$ cat src/mei_pkg.sv
package mei_pkg;

  localparam logic [7:0] TAP_SOURCE_ADDR      = 8'h39;
  localparam logic [7:0] ORIENT_SOURCE_ADDR   = 8'h3a;
  localparam logic [7:0] COMBINED_SOURCE_ADDR = 8'h3b;
  localparam logic [7:0] X_OFFSET_ADDR        = 8'h3c;
  localparam logic [7:0] Y_OFFSET_ADDR        = 8'h3d;
  localparam logic [7:0] Z_OFFSET_ADDR        = 8'h3e;
  localparam logic [7:0] CONTROL_ADDR         = 8'h3f;

  localparam logic [7:0] OFFSET_RESET  = 8'h00;
  localparam logic [7:0] CONTROL_RESET = 8'h00;

  // Control word bit positions.
  localparam int CTL_READY_PULSE   = 7;
  localparam int CTL_MERGE_PINS    = 6;
  localparam int CTL_IRQ_ENABLE    = 5;
  localparam int CTL_OFS_ON_OUTPUT = 4;
  localparam int CTL_OFS_ON_WAKEUP = 3;
  localparam int CTL_OFS_WEIGHT    = 2;
  localparam int CTL_HP_REF        = 1;
  localparam int CTL_ORIENT_FILTER = 0;

  // Offset weights in micro-g per count.
  localparam int OFS_FINE_UG   = 977;
  localparam int OFS_COARSE_UG = 15600;
  // Coarse step expressed as a left shift of the fine step (15.6 mg is about 16 x 977 ug).
  localparam int OFS_COARSE_SHIFT = 4;

  typedef struct packed {
    logic sleep_change;
    logic orient_change;
    logic double_tap;
    logic single_tap;
    logic wakeup;
    logic freefall;
  } mei_events_t;

  typedef struct packed {
    logic       tap_sign;
    logic [2:0] tap_axes;
    logic [5:0] orient_dirs;
  } mei_detail_t;

  typedef struct packed {
    logic ready_pulse_select;
    logic merge_second_pin_to_first;
    logic irq_enable;
    logic offset_on_output;
    logic offset_on_wakeup;
    logic offset_weight_select;
    logic highpass_reference_enable;
    logic orientation_filter_select;
  } mei_ctrl_t;

endpackage

$ cat src/mei_offset_apply.sv
`timescale 1ns/10ps
module mei_offset_apply
  import mei_pkg::*;
#(
  parameter int DATA_W = 16
) (
  // Clock and reset.
  input  wire logic                     clk_sys,
  input  wire logic                     reset_n,
  // Offset setup.
  input  wire logic [7:0]               offset,
  input  wire logic                     weight_coarse,
  input  wire logic                     enable,
  // Data path.
  input  wire logic signed [DATA_W-1:0] data_in,
  output logic signed [DATA_W-1:0]      data_out
);
  logic signed [DATA_W-1:0] step;

  // Sign-extend and scale; data is in fine-weight counts so coarse is a shift.
  always_comb begin
    step = DATA_W'(signed'(offset));
    if (weight_coarse) begin
      step = step <<< OFS_COARSE_SHIFT;
    end
  end

  always_ff @(posedge clk_sys or negedge reset_n) begin
    if (!reset_n) begin
      data_out <= '0;
    end else begin
      data_out <= enable ? DATA_W'(data_in + step) : data_in;
    end
  end
endmodule

$ cat src/mei_irq_ctrl.sv
`timescale 1ns/10ps
// Overview of operation
// - Tap status gives any-tap, single-tap and double-tap flags.
// - Tap status reports sign: 0 positive, 1 negative acceleration.
// - Tap status has one involvement bit each for X, Y and Z.
// - Orientation status flags a detected position change.
// - Orientation status shows six live over-threshold direction flags.
// - Reading the combined source word clears all routed interrupt flags together.
// - Combined word holds sleep change, orientation, double, single, wakeup, freefall.
// - Per-axis eight-bit signed offsets apply to wakeup data.
// - Weight bit picks 977 ug or 15.6 mg per offset count.
// - Offset-on-output adds offsets to output data; host selects low-pass path.
// - Offset-on-wakeup applies offsets only to wakeup data.
// - Data-ready interrupt latched when pulse bit is 0, pulsed when 1.
// - Merge bit copies all second-pin interrupts onto the first pin.
// - High-pass reference mode enabled by control bit, off by default.
// - Orientation input is ODR/2 filtered data, or second low-pass stage.
module mei_irq_ctrl
  import mei_pkg::*;
#(
  parameter int DATA_W = 16
) (
  // Clock and reset.
  input  wire logic                       clk_sys,
  input  wire logic                       reset_n,
  // Register port from the serial interface.
  input  wire logic [7:0]                 reg_addr,
  input  wire logic                       reg_write,
  input  wire logic                       reg_read,
  input  wire logic [7:0]                 reg_wdata,
  output logic [7:0]                      reg_rdata,
  // Detection engine events, one-cycle pulses.
  input  wire mei_pkg::mei_events_t       event_pulse,
  input  wire mei_pkg::mei_detail_t       event_detail,
  input  wire logic                       data_ready_pulse,
  // Routing masks of events onto each pin.
  input  wire mei_pkg::mei_events_t       first_pin_route,
  input  wire mei_pkg::mei_events_t       second_pin_route,
  input  wire logic                       ready_on_first,
  input  wire logic                       ready_on_second,
  // Acceleration data per axis.
  input  wire logic signed [3*DATA_W-1:0] accel_in,
  output logic signed [3*DATA_W-1:0]      accel_out,
  output logic signed [3*DATA_W-1:0]      wakeup_data,
  // Filter steering towards the engines.
  output logic                            highpass_reference_enable,
  output logic                            orientation_filter_select,
  // Interrupt pins.
  output logic                            first_interrupt_pin,
  output logic                            second_interrupt_pin
);
  import mei_pkg::*;

  mei_ctrl_t   ctrl;
  logic [7:0]  offset_reg [3];
  mei_events_t event_flags;
  logic [3:0]  tap_detail;
  logic [5:0]  orient_dirs;
  logic        any_tap_flag;
  logic        ready_latched;
  logic        ready_level;
  logic        clear_all;
  logic        raw_first;
  logic        raw_second;
  mei_events_t routed_mask;

  assign clear_all   = reg_read && (reg_addr == COMBINED_SOURCE_ADDR);
  assign routed_mask = first_pin_route | second_pin_route;

  // Control and offset registers.
  always_ff @(posedge clk_sys or negedge reset_n) begin
    if (!reset_n) begin
      ctrl <= CONTROL_RESET;
    end else if (reg_write && reg_addr == CONTROL_ADDR) begin
      ctrl <= reg_wdata;
    end
  end

  always_ff @(posedge clk_sys or negedge reset_n) begin
    if (!reset_n) begin
      offset_reg[0] <= OFFSET_RESET;
      offset_reg[1] <= OFFSET_RESET;
      offset_reg[2] <= OFFSET_RESET;
    end else if (reg_write) begin
      if (reg_addr == X_OFFSET_ADDR) begin
        offset_reg[0] <= reg_wdata;
      end
      if (reg_addr == Y_OFFSET_ADDR) begin
        offset_reg[1] <= reg_wdata;
      end
      if (reg_addr == Z_OFFSET_ADDR) begin
        offset_reg[2] <= reg_wdata;
      end
    end
  end

  assign highpass_reference_enable = ctrl.highpass_reference_enable;
  assign orientation_filter_select = ctrl.orientation_filter_select;

  // Sticky event flags. A new event wins over a clear in the same cycle.
  // Flags not routed to any pin are cleared only by their own read path, which this
  // block does not have, so they stay until reset.
  always_ff @(posedge clk_sys or negedge reset_n) begin
    if (!reset_n) begin
      event_flags <= '0;
    end else begin
      event_flags <= (clear_all ? (event_flags & ~routed_mask) : event_flags)
                     | event_pulse;
    end
  end

  // Tap detail follows the last tap event; orientation directions are re-sampled every cycle.
  always_ff @(posedge clk_sys or negedge reset_n) begin
    if (!reset_n) begin
      tap_detail <= '0;
    end else if (event_pulse.single_tap || event_pulse.double_tap) begin
      tap_detail <= {event_detail.tap_sign, event_detail.tap_axes};
    end
  end

  always_ff @(posedge clk_sys or negedge reset_n) begin
    if (!reset_n) begin
      orient_dirs <= '0;
    end else begin
      orient_dirs <= event_detail.orient_dirs;
    end
  end

  assign any_tap_flag = event_flags.single_tap | event_flags.double_tap;

  // Data-ready: latched until read of the combined word, or a one-cycle pulse.
  always_ff @(posedge clk_sys or negedge reset_n) begin
    if (!reset_n) begin
      ready_latched <= 1'b0;
    end else if (data_ready_pulse) begin
      ready_latched <= 1'b1;
    end else if (clear_all) begin
      ready_latched <= 1'b0;
    end
  end

  assign ready_level = ctrl.ready_pulse_select ? data_ready_pulse : ready_latched;

  // Register read mux, unused bits zero.
  always_ff @(posedge clk_sys or negedge reset_n) begin
    if (!reset_n) begin
      reg_rdata <= '0;
    end else if (reg_read) begin
      case (reg_addr)
        TAP_SOURCE_ADDR:      reg_rdata <= {1'b0, any_tap_flag, event_flags.single_tap,
                                            event_flags.double_tap, tap_detail};
        ORIENT_SOURCE_ADDR:   reg_rdata <= {1'b0, event_flags.orient_change,
                                            orient_dirs};
        COMBINED_SOURCE_ADDR: reg_rdata <= {2'b00, event_flags};
        X_OFFSET_ADDR:        reg_rdata <= offset_reg[0];
        Y_OFFSET_ADDR:        reg_rdata <= offset_reg[1];
        Z_OFFSET_ADDR:        reg_rdata <= offset_reg[2];
        CONTROL_ADDR:         reg_rdata <= ctrl;
        default:              reg_rdata <= 8'h00;
      endcase
    end
  end

  // Pins, gated by the global enable.
  assign raw_second = (|(event_flags & second_pin_route)) | (ready_on_second & ready_level);
  assign raw_first  = (|(event_flags & first_pin_route)) | (ready_on_first & ready_level)
                    | (ctrl.merge_second_pin_to_first & raw_second);

  always_ff @(posedge clk_sys or negedge reset_n) begin
    if (!reset_n) begin
      first_interrupt_pin  <= 1'b0;
      second_interrupt_pin <= 1'b0;
    end else begin
      first_interrupt_pin  <= ctrl.irq_enable & raw_first;
      second_interrupt_pin <= ctrl.irq_enable & raw_second;
    end
  end

  // Per-axis offset application. The filter path choice is the host's duty.
  for (genvar a = 0; a < 3; a++) begin : g_axis
    mei_offset_apply #(.DATA_W(DATA_W)) u_out (
      .clk_sys       (clk_sys),
      .reset_n       (reset_n),
      .offset        (offset_reg[a]),
      .weight_coarse (ctrl.offset_weight_select),
      .enable        (ctrl.offset_on_output),
      .data_in       (accel_in[a*DATA_W +: DATA_W]),
      .data_out      (accel_out[a*DATA_W +: DATA_W])
    );
    mei_offset_apply #(.DATA_W(DATA_W)) u_wu (
      .clk_sys       (clk_sys),
      .reset_n       (reset_n),
      .offset        (offset_reg[a]),
      .weight_coarse (ctrl.offset_weight_select),
      .enable        (ctrl.offset_on_wakeup | ctrl.offset_on_output),
      .data_in       (accel_in[a*DATA_W +: DATA_W]),
      .data_out      (wakeup_data[a*DATA_W +: DATA_W])
    );
  end

  // Checks.
  chk_clear_on_read: assert property (@(posedge clk_sys) disable iff (!reset_n)
    clear_all && !(|(event_pulse & routed_mask))
      |=> !(|(event_flags & routed_mask)))
    else $error("routed flags not cleared by combined read");
  chk_event_sets_flag: assert property (@(posedge clk_sys) disable iff (!reset_n)
    event_pulse.wakeup |=> event_flags.wakeup)
    else $error("wakeup event lost");
  chk_irq_gate_off: assert property (@(posedge clk_sys) disable iff (!reset_n)
    !ctrl.irq_enable |=> !first_interrupt_pin && !second_interrupt_pin)
    else $error("interrupt pin active while disabled");
  chk_merge_pins: assert property (@(posedge clk_sys) disable iff (!reset_n)
    ctrl.irq_enable && ctrl.merge_second_pin_to_first && raw_second
      |=> first_interrupt_pin)
    else $error("second pin signal missing on first pin");
  chk_ready_pulse: assert property (@(posedge clk_sys) disable iff (!reset_n)
    ctrl.ready_pulse_select && !data_ready_pulse |-> !ready_level)
    else $error("pulsed ready held high");
  chk_ready_latch: assert property (@(posedge clk_sys) disable iff (!reset_n)
    data_ready_pulse && !ctrl.ready_pulse_select ##1 !clear_all && !$changed(ctrl)
      |-> ready_level)
    else $error("latched ready dropped");
  chk_src_high_zero: assert property (@(posedge clk_sys) disable iff (!reset_n)
    $past(reg_read) && $past(reg_addr) == COMBINED_SOURCE_ADDR
      |-> reg_rdata[7:6] == 2'b00)
    else $error("unused bits not zero");
  chk_any_tap: assert property (@(posedge clk_sys) disable iff (!reset_n)
    event_pulse.single_tap |=> any_tap_flag)
    else $error("any-tap flag missing");
  chk_tap_sign: assert property (@(posedge clk_sys) disable iff (!reset_n)
    event_pulse.double_tap |=> tap_detail[3] == $past(event_detail.tap_sign))
    else $error("tap sign not captured");

  cov_clear_read:  cover property (@(posedge clk_sys) disable iff (!reset_n) clear_all);
  cov_merge:       cover property (@(posedge clk_sys) disable iff (!reset_n)
    ctrl.merge_second_pin_to_first && raw_second);
  cov_pulse_ready: cover property (@(posedge clk_sys) disable iff (!reset_n)
    ctrl.ready_pulse_select && data_ready_pulse);
endmodule

$ cat config.mk
export PLATFORM = sky130hd
export DESIGN_NAME = mei_irq_ctrl
export DESIGN_NICKNAME = d
export VERILOG_FILES = /design/src/mei_pkg.sv /design/src/mei_offset_apply.sv /design/src/mei_irq_ctrl.sv
export SDC_FILE = /design/constraint.sdc
export NUM_CORES = 1
export LEC_CHECK = 0
export ABC_CLOCK_PERIOD_IN_PS = 5400
export BUFFER_PORTS_ARGS = -buffer_cell sky130_fd_sc_hd__buf_4
export CELL_PAD_IN_SITES_DETAIL_PLACEMENT = 1
export CELL_PAD_IN_SITES_GLOBAL_PLACEMENT = 1
export CORE_MARGIN = 2
export CORE_UTILIZATION = 45
export DETAILED_ROUTE_END_ITERATION = 8
export PLACE_DENSITY = 0.85
export SETUP_SLACK_MARGIN = 0.2
export SYNTH_ARGS = -nofsm -noshare
export SYNTH_HDL_FRONTEND = slang
export SYNTH_SLANG_ARGS = --single-unit
$ cat constraint.sdc
create_clock -name clk_sys -period 5.4 [get_ports clk_sys]
set_input_delay 0.54 -clock clk_sys [delete_from_list [all_inputs] [get_ports clk_sys]]
set_output_delay 0.54 -clock clk_sys [all_outputs]
set_load 0.05 [all_outputs]
==> results of run 1 <==
[how the worst min path moves through the flow]
| stage | from | end | slack (ns) |
|---|---|---|---|
| after detailed placement | tap_detail[0] | tap_detail[0] | 0.50 |
| after global routing | event_detail[5] | orient_dirs[5] | 0.20 |
| final | reset_n | g_axis[1].u_out.data_out[12] | 0.16 |
| after global placement | tap_detail[0] | tap_detail[0] | 0.49 |
| after CTS | event_detail[4] | orient_dirs[4] | 0.20 |
| after floorplan | reset_n | ctrl[2] | 0.24 |
[power groups by stage]
stage / clock network (mW) / registers [mW] / logic, mW
after floorplan: 0 / 1.48 / 0.328
after detailed placement: 0 / 1.30 / 0.812
after global routing: 1.18 / 1.29 / 0.874
after CTS: 1.15 / 1.28 / 0.821
after global placement: 0 / 1.30 / 0.783
final: 1.13 / 1.28 / 0.820
[cells by family after synthesis]
family | after synthesis
flops | 155
fa+ha+maj | 48
xor+xnor | 33
compound gates | 223
mux | 102
buf+inv | 67
simple gates | 270
[critical path: cells and delay by family, from the launching register on]
kind	cells	cell delay, ns
flops	1	1.17
compound gates	3	0.90
fa+ha+maj	2	0.72
simple gates	2	0.29
mux	1	0.29
xor+xnor	1	0.18
[synth_stat cells, drive strengths merged, types with 6 or more instances]
| library cell | number |
|---|---|
| mux2i | 7 |
| o21bai | 6 |
| o21a | 6 |
| nand2 | 135 |
| inv | 22 |
| o22ai | 7 |
| nand3 | 17 |
| buf | 20 |
| o21ai | 41 |
| mux2 | 88 |
| nor2 | 37 |
| a21o | 27 |
| o31ai | 7 |
| mux4 | 7 |
| nor2b | 18 |
| nor3b | 7 |
| a221oi | 7 |
| xnor2 | 22 |
| nor3 | 16 |
| ha | 45 |
| a21oi | 58 |
| xor2 | 11 |
| a31oi | 11 |
| dfrtp | 155 |
| a211oi | 7 |
| clkbuf | 25 |
| and3 | 6 |
[metal layers]
layer,part of all wire (%),track usage (%),vias up
met1,40,33.8,4057
met5,0,0,-
met3,4.4,4.03,64
met2,53,51.2,259
li1,-,-,3634
met4,2.9,10.9,0
[cell type report]
| cell class | instances | area [um2] | share of cell area (%) |
|---|---|---|---|
| Clock buffer | 18 | 429 | 3.76 |
| Clock inverter | 14 | 116 | 1.02 |
| Inverter | 22 | 82.6 | 0.724 |
| Multi-Input combinational cell | 676 | 4970 | 43.6 |
| Sequential cell | 155 | 3880 | 34.0 |
| Tap cell | 270 | 338 | 2.96 |
| Timing Repair Buffer | 211 | 1590 | 13.9 |
[stage by stage]
stage               total power [mW]  area (um2)  utilization, %  instances
global placement                2.08       10900            54.2       1334
floorplan                       1.81        9120               -        898
finish                          3.24       11400            56.9       1366
CTS                             3.25       11400            56.9       1366
detailed placement              2.11       10900            54.2       1334
global route                    3.35       11400            56.9       1366
==> metrics.cfg, run 1 <==
[placement]
pre_cts_slack_ns = 1.78
finalWeightedCongestion = 0.902
dpl.hpwl_um = 21900
port_buffers = 206

[critical_path]
cp-end-kind = flip-flop
reg2reg_to = g_axis[0].u_out.data_out[10]
start_kind = flip-flop
critPathCapture = g_axis[0].u_out.data_out[10]
startpoint = ctrl[2]
path_cells = nor2b_1 -> ha_1 -> fa_1 -> a211oi_1 -> nor2_1 -> o311ai_2 -> o21ai_0 -> xor2_1 -> mux2_2
worstPathRequired_ns = 5.72
slowest_delay_ns = 1.17
critPathKind = reg -> reg
crit_arrival_ns = 3.99
r2r_slack_ns = 1.73
crit-reg2reg-launch = ctrl[2]
r2r_cells = 9
cp_slowest_cell = dfrtp_1
crit_fanout = 38

[synth]
syn_area_um2 = 9120
synth_top_area_cell = dfrtp_1
synth-async-reset-ratio_pct = 100
yosys_warnings = 0
synth.mux.area_fraction_pct = 13.4
synth_cell_types = 73
synthXorXnorAreaFrac_pct = 3.17
ys_seq_area_share_pct = 42.5
synth_area_per_cell_um2 = 10.2
synth_compound_area_share_pct = 16.8
synthSimpleGateAreaFrac_pct = 14.2
synth_flop_cell = dfrtp_1
ys_ff_latch = 155
synth_edf_count = 0
synthAdderAreaFrac_pct = 6.83
synth_top_family_by_area = compound AO/OA/AOI/OAI gates
synth.area.top_cells = dfrtp_1 (43%), mux2_2 (11%), ha_1 (6.2%)
synth_top_area_share_pct = 42.5
syn_nets = 1045
syn_inst = 898

[clocking]
cts.path.max_buffers = 2
cts.sinks = 155
cts_resized = 0
htreeDepth = 4
cts_setup_buffers = 0
tritoncts = done
cts_root_buffer = clkbuf_16
cts_buffers = 17
clk_pin_slew_worst_paths_ns = 0.06
clk-insertion-delay-late_ns = 0.44
ctsHoldBuffers = 0

[drt]
drt_iter0_drc = 380
viasPerCell = 5.87
wl_per_cell_um = 22.1
firstDrtPassIters = 5
routed_wl_um = 30200
vias = 8014
final_antenna_net_count = 0
drc = 0

[global_route]
grt.overflow.total = 0
grt_start_max_net_pins = 111
first_global_vias = 8682
grt_pass1_wl_um = 47300
antenna_found_initial = 0
grt_use_total_pct = 28.2

[sta]
maxSlewViolCount = 0
skew_ns = 0.00758
slew_headroom_pct = 16.4
hold_ws_ns = 0.157
rsz0062_at_grt = no
clock.fmax_ghz = 0.272
tns_ns = 0
period_share_pct = 68.0
worst_pin_slew_ns = 1.25
period_needed_ns = 3.67
finalSetupViolCount = 0
fin_ws_ns = 1.73
hold_viol = 0

[final_layout]
areaGrowthSynthToFinish_pct = 25.0
fin_nets = 1230
layout-drive-gt1-share_pct = 32.7
final_cell_mix = buf_4 (210), dfrtp_1 (154), nand2_1 (134)
antenna_cells = 0
final_common_cell = buf_4
fillers = 2249

[power_and_ir_drop]
seq_power_share_pct = 39.6
comb_power_share_pct = 25.3
internal_power_mw = 2.12
switchingPower_mw = 1.12
ir_worst_vdd_uv = 230
leakage_nw = 5.47
switching_share_pct = 34.6
p_per_area_nw_per_um2 = 284
p_clk_share_pct = 35.0

[floorplan]
die_h_um = 146
dieArea_um2 = 21400
num_io_pins = 207
coreArea_um2 = 20000
rows = 52
start_util_pct = 45.5
die_x_um = 146

[flow_run]
drv_cap = 0

[hold_path]
hold_class = in -> async

[outcome]
outcome = complete, no violations

(Power assumes the default switching activity.)
==> run 2, diff against run 1 <==
--- a/config.mk
+++ b/config.mk
@@ -5,14 +5,15 @@
 export SDC_FILE = /design/constraint.sdc
 export NUM_CORES = 1
 export LEC_CHECK = 0
-export ABC_CLOCK_PERIOD_IN_PS = 5400
+export ABC_AREA = 1
+export ABC_CLOCK_PERIOD_IN_PS = 3300
 export BUFFER_PORTS_ARGS = -buffer_cell sky130_fd_sc_hd__buf_4
 export CELL_PAD_IN_SITES_DETAIL_PLACEMENT = 1
 export CELL_PAD_IN_SITES_GLOBAL_PLACEMENT = 1
 export CORE_MARGIN = 2
-export CORE_UTILIZATION = 45
+export CORE_UTILIZATION = 35
 export DETAILED_ROUTE_END_ITERATION = 8
-export PLACE_DENSITY = 0.85
+export PLACE_DENSITY = 0.76
 export SETUP_SLACK_MARGIN = 0.2
 export SYNTH_ARGS = -nofsm -noshare
 export SYNTH_HDL_FRONTEND = slang
==> constraint.sdc (replaced) <==
create_clock -name clk_sys -period 3.3 [get_ports clk_sys]
set_input_delay 0.33 -clock clk_sys [delete_from_list [all_inputs] [get_ports clk_sys]]
set_output_delay 0.33 -clock clk_sys [all_outputs]
set_load 0.05 [all_outputs]
==> run 2 against run 1 <==
Against the previous run:
- combinational power is 61% higher
- synthesized cell count up 45%
- clock skew increased by 0.0032 ns
- sequential power increased by 62%
- first-iteration DRC count increased by 13%
- clock-buffer cell count is 2 higher
- cell count grew 36%
- die area increased by 29%
- routed wire length grew 1.2%
- global-route usage fell by 5.9 points
- critical endpoint is now g_axis[1].u_out.data_out[6]
==> metrics.cfg, run 2 <==
[placement]
pre_cts_slack_ns = 0.710  ; was 1.78 ns
port_buffers = 206  ; unchanged
finalWeightedCongestion = 0.870  ; was 0.902
dpl.hpwl_um = 23600  ; was 21900 um
dpl_cell_area_um2 = 11100  ; was 10900 um2

[floorplan]
rows = 59  ; was 52
coreArea_um2 = 25900  ; was 20000 um2
start_util_pct = 35.5  ; was 45.5%
num_io_pins = 207  ; unchanged
die_x_um = 166  ; was 146 um
die_h_um = 166  ; was 146 um
dieArea_um2 = 27600  ; was 21400 um2

[drt]
final_antenna_net_count = 0  ; unchanged
drt_iter0_drc = 431  ; was 380
viasPerCell = 4.88  ; was 5.87
wl_per_cell_um = 16.4  ; was 22.1 um
firstDrtPassIters = 5  ; unchanged
routed_wl_um = 30500  ; was 30200 um
vias = 9086  ; was 8014
drc = 0  ; unchanged

[sta]
finalSetupViolCount = 0  ; unchanged
skew_ns = 0.0108  ; was 0.00758 ns
tns_ns = 0  ; unchanged
maxSlewViolCount = 0  ; unchanged
period_needed_ns = 2.64  ; was 3.67 ns
slew_headroom_pct = 36.0  ; was 16.4%
hold_viol = 0  ; unchanged
fin_ws_ns = 0.658  ; was 1.73 ns
clock.fmax_ghz = 0.378  ; was 0.272 GHz
rsz0062_at_grt = no  ; unchanged
hold_ws_ns = 0.0812  ; was 0.157 ns
period_share_pct = 80.1  ; was 68.0%
worst_pin_slew_ns = 0.958  ; was 1.25 ns

[synth]
synth-async-reset-ratio_pct = 100  ; unchanged
synth.area.top_cells = dfrtp_1 (42%), nand2_1 (21%), inv_1 (6.7%)  ; was dfrtp_1 (43%), mux2_2 (11%), ha_1 (6.2%)
synth_top_family_by_area = simple AND/OR/NAND/NOR gates  ; was compound AO/OA/AOI/OAI gates
synth_area_per_cell_um2 = 7.04  ; was 10.2 um2
syn_nets = 1453  ; was 1045
ys_seq_area_share_pct = 42.2  ; was 42.5%
syn_area_um2 = 9200  ; was 9120 um2
synthAdderAreaFrac_pct = 6.77  ; was 6.83%
synth_top_area_share_pct = 42.2  ; was 42.5%
yosys_warnings = 0  ; unchanged
synth.mux.area_fraction_pct = 0  ; was 13.4%
ys_ff_latch = 155  ; unchanged
synth_top_area_cell = dfrtp_1  ; unchanged
synth_compound_area_share_pct = 7.66  ; was 16.8%
synth_flop_cell = dfrtp_1  ; unchanged
synthSimpleGateAreaFrac_pct = 33.2  ; was 14.2%
synth.most_common_cell = nand2_1  ; was dfrtp_1
synth_common_cells = nand2_1 (507), inv_1 (165), dfrtp_1 (155)  ; was dfrtp_1 (155), nand2_1 (134), mux2_2 (88)
synth_cell_types = 28  ; was 73
synth_edf_count = 0  ; unchanged
synthXorXnorAreaFrac_pct = 2.00  ; was 3.17%
syn_inst = 1306  ; was 898

[critical_path]
crit_family = simple AND/OR/NAND/NOR gates  ; was flip-flops
cp_slowest_cell = dfrtp_1  ; unchanged
crit_fanout = 19  ; was 38
slowest_delay_ns = 0.59  ; was 1.17 ns
path_cells = buf_4 -> nor2_1 -> ha_1 -> fa_1 -> nand2_1 -> nand2_1 -> nand3b_1 -> nand2_1 -> or2_2 -> nand3_1 -> o21ai_0  ; was nor2b_1 -> ha_1 -> fa_1 -> a211oi_1 -> nor2_1 -> o311ai_2 -> o21ai_0 -> xor2_1 -> mux2_2
r2r_slack_ns = 0.66  ; was 1.73 ns
r2r_cells = 11  ; was 9
critPathMostFrequentCell = nand2_1
reg2reg_to = g_axis[1].u_out.data_out[6]  ; was g_axis[0].u_out.data_out[10]
worstPathBufferInverterCount = 1  ; was 0
critPathKind = reg -> reg  ; unchanged
worstPathRequired_ns = 3.58  ; was 5.72 ns
crit_arrival_ns = 2.92  ; was 3.99 ns
crit-reg2reg-launch = ctrl[2]  ; unchanged
start_kind = flip-flop  ; unchanged
cp-end-kind = flip-flop  ; unchanged

[global_route]
grt_start_max_net_pins = 68  ; was 111
grt_use_total_pct = 22.3  ; was 28.2%
grt.overflow.total = 0  ; unchanged
first_global_vias = 9438  ; was 8682
grt_pass1_wl_um = 49300  ; was 47300 um
antenna_found_initial = 2  ; was 0

[flow_run]
drv_cap = 0  ; unchanged

[power_and_ir_drop]
p_per_area_nw_per_um2 = 460  ; was 284 nW/um2
seq_power_share_pct = 38.5  ; was 39.6%
comb_power_share_pct = 24.4  ; was 25.3%
p_clk_share_pct = 37.1  ; was 35.0%
leakage_nw = 6.45  ; was 5.47 nW
internal_power_mw = 3.58  ; was 2.12 mW
switchingPower_mw = 1.83  ; was 1.12 mW
ir_worst_vdd_uv = 250  ; was 230 uV
switching_share_pct = 33.9  ; was 34.6%

[clocking]
cts_resized = 0  ; unchanged
cts_setup_buffers = 0  ; unchanged
cts_buffers = 17  ; unchanged
htreeDepth = 4  ; unchanged
clk-insertion-delay-late_ns = 0.43  ; was 0.44 ns
clk_pin_slew_worst_paths_ns = 0.07  ; was 0.06 ns
ctsHoldBuffers = 7  ; was 0
cts.sinks = 155  ; unchanged
cts_root_buffer = clkbuf_16  ; unchanged
cts.path.max_buffers = 2  ; unchanged
tritoncts = done  ; unchanged

[hold_path]
hold_class = in -> reg  ; was in -> async
worstHoldPathCells = 3
min_to = event_flags[0]
hold_start = event_pulse[0]

[final_layout]
fin_util_pct = 45.4  ; was 56.9%
final_cell_mix = nand2_1 (507), buf_4 (211), inv_1 (165)  ; was buf_4 (210), dfrtp_1 (154), nand2_1 (134)
final_common_cell = nand2_1  ; was buf_4
fin_nets = 1660  ; was 1230
areaGrowthSynthToFinish_pct = 28.0  ; was 25.0%
layout-drive-gt1-share_pct = 16.6  ; was 32.7%
final_cell_area_um2 = 11800  ; was 11400 um2

[outcome]
outcome = complete, no violations  ; unchanged

-- run 2: power by group through the flow --
stage / Clock [mW] / Combinational [mW] / Sequential (mW)
2_1_floorplan: 0 / 0.483 / 2.44
6_report: 2.01 / 1.32 / 2.08
5_1_grt: 2.12 / 1.44 / 2.09
3_3_place_gp: 0 / 1.29 / 2.12
3_5_place_dp: 0 / 1.32 / 2.12
4_1_cts: 2.04 / 1.33 / 2.08
-- run 2: cells by family (layout without fill, tap and decap cells) --
family                   count (synthesis)  in the layout
other                                    0              2
adder cells (fa/ha/maj)                 48             48
AO/OA/AOI/OAI                          138            138
flip-flops                             155            155
AND/OR/NAND/NOR                        745            745
buffers and inverters                  199            419
XOR/XNOR                                21             21
-- run 2: area by class of cell --
type / count / area [um2]
fill: 3324 / 14100
inverter: 167 / 627
tap: 335 / 419
clock inverter: 12 / 139
antenna: 2 / 5.00
timing repair buffer: 220 / 1690
sequential: 155 / 3880
clock buffer: 20 / 447
multi-input combinational: 952 / 4570
-- run 2: worst max path at each step --
stage | slack [ns] | cells after the start | from | to
final | 0.66 | 11 | ctrl[2] | g_axis[1].u_out.data_out[6]
after global routing | 0.42 | 11 | ctrl[2] | g_axis[0].u_wu.data_out[12]
after CTS | 0.68 | 11 | ctrl[2] | g_axis[1].u_wu.data_out[6]
after detailed placement | 0.71 | 11 | ctrl[2] | g_axis[2].u_wu.data_out[6]
after global placement | 0.80 | 11 | ctrl[2] | g_axis[1].u_out.data_out[6]
after floorplan | 1.10 | 11 | ctrl[2] | g_axis[2].u_wu.data_out[6]
-- run 2: metal layers --
metal	wire length [um]	share of wire, %	track usage (%)
met2	14700	48	37.8
met4	507	1.7	5.48
met3	1230	4.0	3.41
met5	0	0	0
met1	14100	46	30.0
-- run 2: worst min-delay path: cells and delay by family --
| kind | cells | cell delay [ns] |
|---|---|---|
| buffers and inverters | 2 | 0.10 |
| AND/OR/NAND/NOR | 1 | 0.05 |
-- run 2: stage by stage --
stage | cells | total power, mW
final | 1863 | 5.41
after global placement | 1822 | 3.40
after floorplan | 1306 | 2.92
after global routing | 1862 | 5.66
after CTS | 1861 | 5.46
after detailed placement | 1822 | 3.43
==> run 3, diff against run 2 <==
--- a/config.mk
+++ b/config.mk
@@ -6,7 +6,7 @@
 export NUM_CORES = 1
 export LEC_CHECK = 0
 export ABC_AREA = 1
-export ABC_CLOCK_PERIOD_IN_PS = 3300
+export ABC_CLOCK_PERIOD_IN_PS = 2200
 export BUFFER_PORTS_ARGS = -buffer_cell sky130_fd_sc_hd__buf_4
 export CELL_PAD_IN_SITES_DETAIL_PLACEMENT = 1
 export CELL_PAD_IN_SITES_GLOBAL_PLACEMENT = 1
==> constraint.sdc (replaced) <==
create_clock -name clk_sys -period 2.2 [get_ports clk_sys]
set_input_delay 0.22 -clock clk_sys [delete_from_list [all_inputs] [get_ports clk_sys]]
set_output_delay 0.22 -clock clk_sys [all_outputs]
set_load 0.05 [all_outputs]
==> run 3 against run 2 <==
Against the previous run:
- the run now ends with negative setup slack left
- worst hold slack lost 0.080 ns
- critical path depth is 1 lower
- sequential share of layout area fell by 5.7 points
- via count grew 12%
- sequential power up 50%
- maximum frequency increased by 13%
- flip-flop and latch count unchanged
==> metrics.cfg, run 3 (synthesis results as in run 2) <==
[floorplan]
num_io_pins = 207  ; unchanged
die_h_um = 166  ; unchanged
coreArea_um2 = 25900  ; unchanged
die_x_um = 166  ; unchanged
start_util_pct = 35.5  ; unchanged
rows = 59  ; unchanged
dieArea_um2 = 27600  ; unchanged

[final_layout]
fin_cells = 1930  ; was 1863
final_common_cell = nand2_1  ; unchanged
antenna_cells = 0  ; was 2
fin_nets = 1729  ; was 1660
final_cell_mix = nand2_1 (369), buf_4 (258), dfrtp_1 (154)  ; was nand2_1 (507), buf_4 (211), inv_1 (165)
layout-drive-gt1-share_pct = 38.9  ; was 16.6%
areaGrowthSynthToFinish_pct = 55.0  ; was 28.0%

[critical_path]
cp_slowest_cell = dfrtp_2  ; was dfrtp_1
start_kind = flip-flop  ; unchanged
path_cells = buf_6 -> nor2_2 -> ha_4 -> or2_2 -> nand3b_1 -> nand2_2 -> buf_4 -> nand2_1 -> nand3_2 -> o21ai_1  ; was buf_4 -> nor2_1 -> ha_1 -> fa_1 -> nand2_1 -> nand2_1 -> nand3b_1 -> nand2_1 -> or2_2 -> nand3_1 -> o21ai_0
crit_fanout = 6  ; was 19
slowest_delay_ns = 0.49  ; was 0.59 ns
crit_arrival_ns = 2.67  ; was 2.92 ns
crit-reg2reg-launch = ctrl[2]  ; unchanged
cp-end-kind = flip-flop  ; unchanged
critPathKind = reg -> reg  ; unchanged
worstPathRequired_ns = 2.54  ; was 3.58 ns
startpoint = ctrl[2]  ; unchanged

[sta]
hold_ws_ns = 0.000904  ; was 0.0812 ns
hold_viol = 0  ; unchanged
skew_ns = 0.0137  ; was 0.0108 ns
clock.fmax_ghz = 0.429  ; was 0.378 GHz
period_needed_ns = 2.33  ; was 2.64 ns
fin_ws_ns = -0.131  ; was 0.658 ns
maxSlewViolCount = 0  ; unchanged
period_share_pct = 106  ; was 80.1%
rsz0062_at_grt = yes  ; was no
slew_headroom_pct = 52.0  ; was 36.0%
finalSetupViolCount = 12  ; was 0
worst_pin_slew_ns = 0.717  ; was 0.958 ns

[clocking]
clk_pin_slew_worst_paths_ns = 0.07  ; about the same
cts_buffers = 17  ; unchanged
clk-insertion-delay-late_ns = 0.44  ; was 0.43 ns
htreeDepth = 4  ; unchanged
tritoncts = done  ; unchanged
cts.path.max_buffers = 2  ; unchanged
cts_root_buffer = clkbuf_16  ; unchanged
cts.sinks = 155  ; unchanged

[global_route]
grt_use_total_pct = 23.9  ; was 22.3%
grt.overflow.total = 0  ; unchanged
grt_start_max_net_pins = 60  ; was 68
grt_pass1_wl_um = 53200  ; was 49300 um
antenna_found_initial = 0  ; was 2
first_global_vias = 10300  ; was 9438

[power_and_ir_drop]
leakage_nw = 7.38  ; was 6.45 nW
p_per_area_nw_per_um2 = 636  ; was 460 nW/um2
switching_share_pct = 35.1  ; was 33.9%
comb_power_share_pct = 30.0  ; was 24.4%
internal_power_mw = 5.88  ; was 3.58 mW
switchingPower_mw = 3.18  ; was 1.83 mW
seq_power_share_pct = 34.5  ; was 38.5%
ir_worst_vdd_uv = 443  ; was 250 uV
p_clk_share_pct = 35.5  ; was 37.1%

[placement]
dpl.hpwl_um = 23600  ; about the same
finalWeightedCongestion = 0.864  ; was 0.870
place_inst = 1832  ; was 1822
port_buffers = 206  ; unchanged

[drt]
routed_wl_um = 39500  ; was 30500 um
vias = 10100  ; was 9086
drt_iter0_drc = 612  ; was 431
wl_per_cell_um = 20.5  ; was 16.4 um
final_antenna_net_count = 0  ; unchanged
firstDrtPassIters = 5  ; unchanged
viasPerCell = 5.25  ; was 4.88
drc = 0  ; unchanged

[hold_path]
hold_class = in -> reg  ; unchanged
hold_start = accel_in[11]  ; was event_pulse[0]

[outcome]
violations = negative setup slack
outcome = complete, but fails checks  ; was complete, no violations

[flow_run]
drv_cap = 0  ; unchanged

run 3: cell count changes in the layout (fill, tap and decap cells not counted), sizes merged, moves of 2 or more:
cell,previous run,this run
buf,213,274
clkbuf,20,22
clkinv,4,1
diode,2,0
dlygate4sd3,7,14
run 3: timing repair:
item | CTS | global route
hold buffers | 14 | 0
endpoints found under the hold margin | 48 | 0
gates resized for setup | 134 | 328
pin swaps | 52 | 122
setup endpoints to repair | 69 | 74
cloned | 2 | 1
buffers inserted | 36 | 13
run 3: power by group through the flow:
stage	clock, mW	combinational (mW)	sequential [mW]
final	3.22	2.72	3.12
after global routing	3.37	2.88	3.14
after CTS	3.22	2.21	3.11
after detailed placement	0	2.00	3.17
after global placement	0	1.96	3.16
after floorplan	0	0.727	3.66
run 3: through the flow:
stage	area, um2	util (%)	setup TNS (ns)	total power, mW	setup slack [ns]
after floorplan	9220	-	0	4.39	0.202
after global placement	11200	43.3	0	5.12	0.0318
after detailed placement	11200	43.3	0	5.17	0.00982
after CTS	12700	49.0	0	8.55	0.0970
after global routing	14300	55.0	-2.93	9.39	-0.175
final	14300	55.0	-0.657	9.06	-0.131
run 3: area by class of cell:
cell class | count | area, um2
fillers | 3087 | 11700
well taps | 335 | 419
clock inverters | 11 | 158
repair buffers | 289 | 2340
multi-input cells | 952 | 6350
flip-flops and latches | 155 | 3880
clock buffers | 21 | 470
inverters | 167 | 639
run 3: per-layer routing:
metal	routed length [um]	track usage (%)	up-vias
li1	-	-	4654
met1	16400	30.7	5026
met2	19800	41.5	352
met3	2040	4.65	106
met4	1360	6.05	0
met5	0	0	-
run 3: worst max-delay path: cells and delay by family, from the launching register on:
| kind | cells | cell delay (ns) |
|---|---|---|
| buf+inv | 2 | 0.34 |
| fa+ha+maj | 1 | 0.24 |
| flops | 1 | 0.49 |
| simple gates | 6 | 1.00 |
| compound gates | 1 | 0.16 |
run 3: final timing paths:
| kind | to | slack, ns | cells past startpoint |
|---|---|---|---|
| setup / recovery | g_axis[1].u_out.data_out[6] | -0.13 | 10 |
| hold / removal | g_axis[0].u_out.data_out[11] | 0.0009 | 3 |
| setup reg to reg | g_axis[1].u_out.data_out[6] | -0.13 | 10 |
| hold reg to reg | ready_latched | 0.49 | 1 |
| max in group asynchronous | tap_detail[0] | 1.27 | 3 |
| min in group asynchronous | g_axis[1].u_out.data_out[14] | 0.26 | 2 |
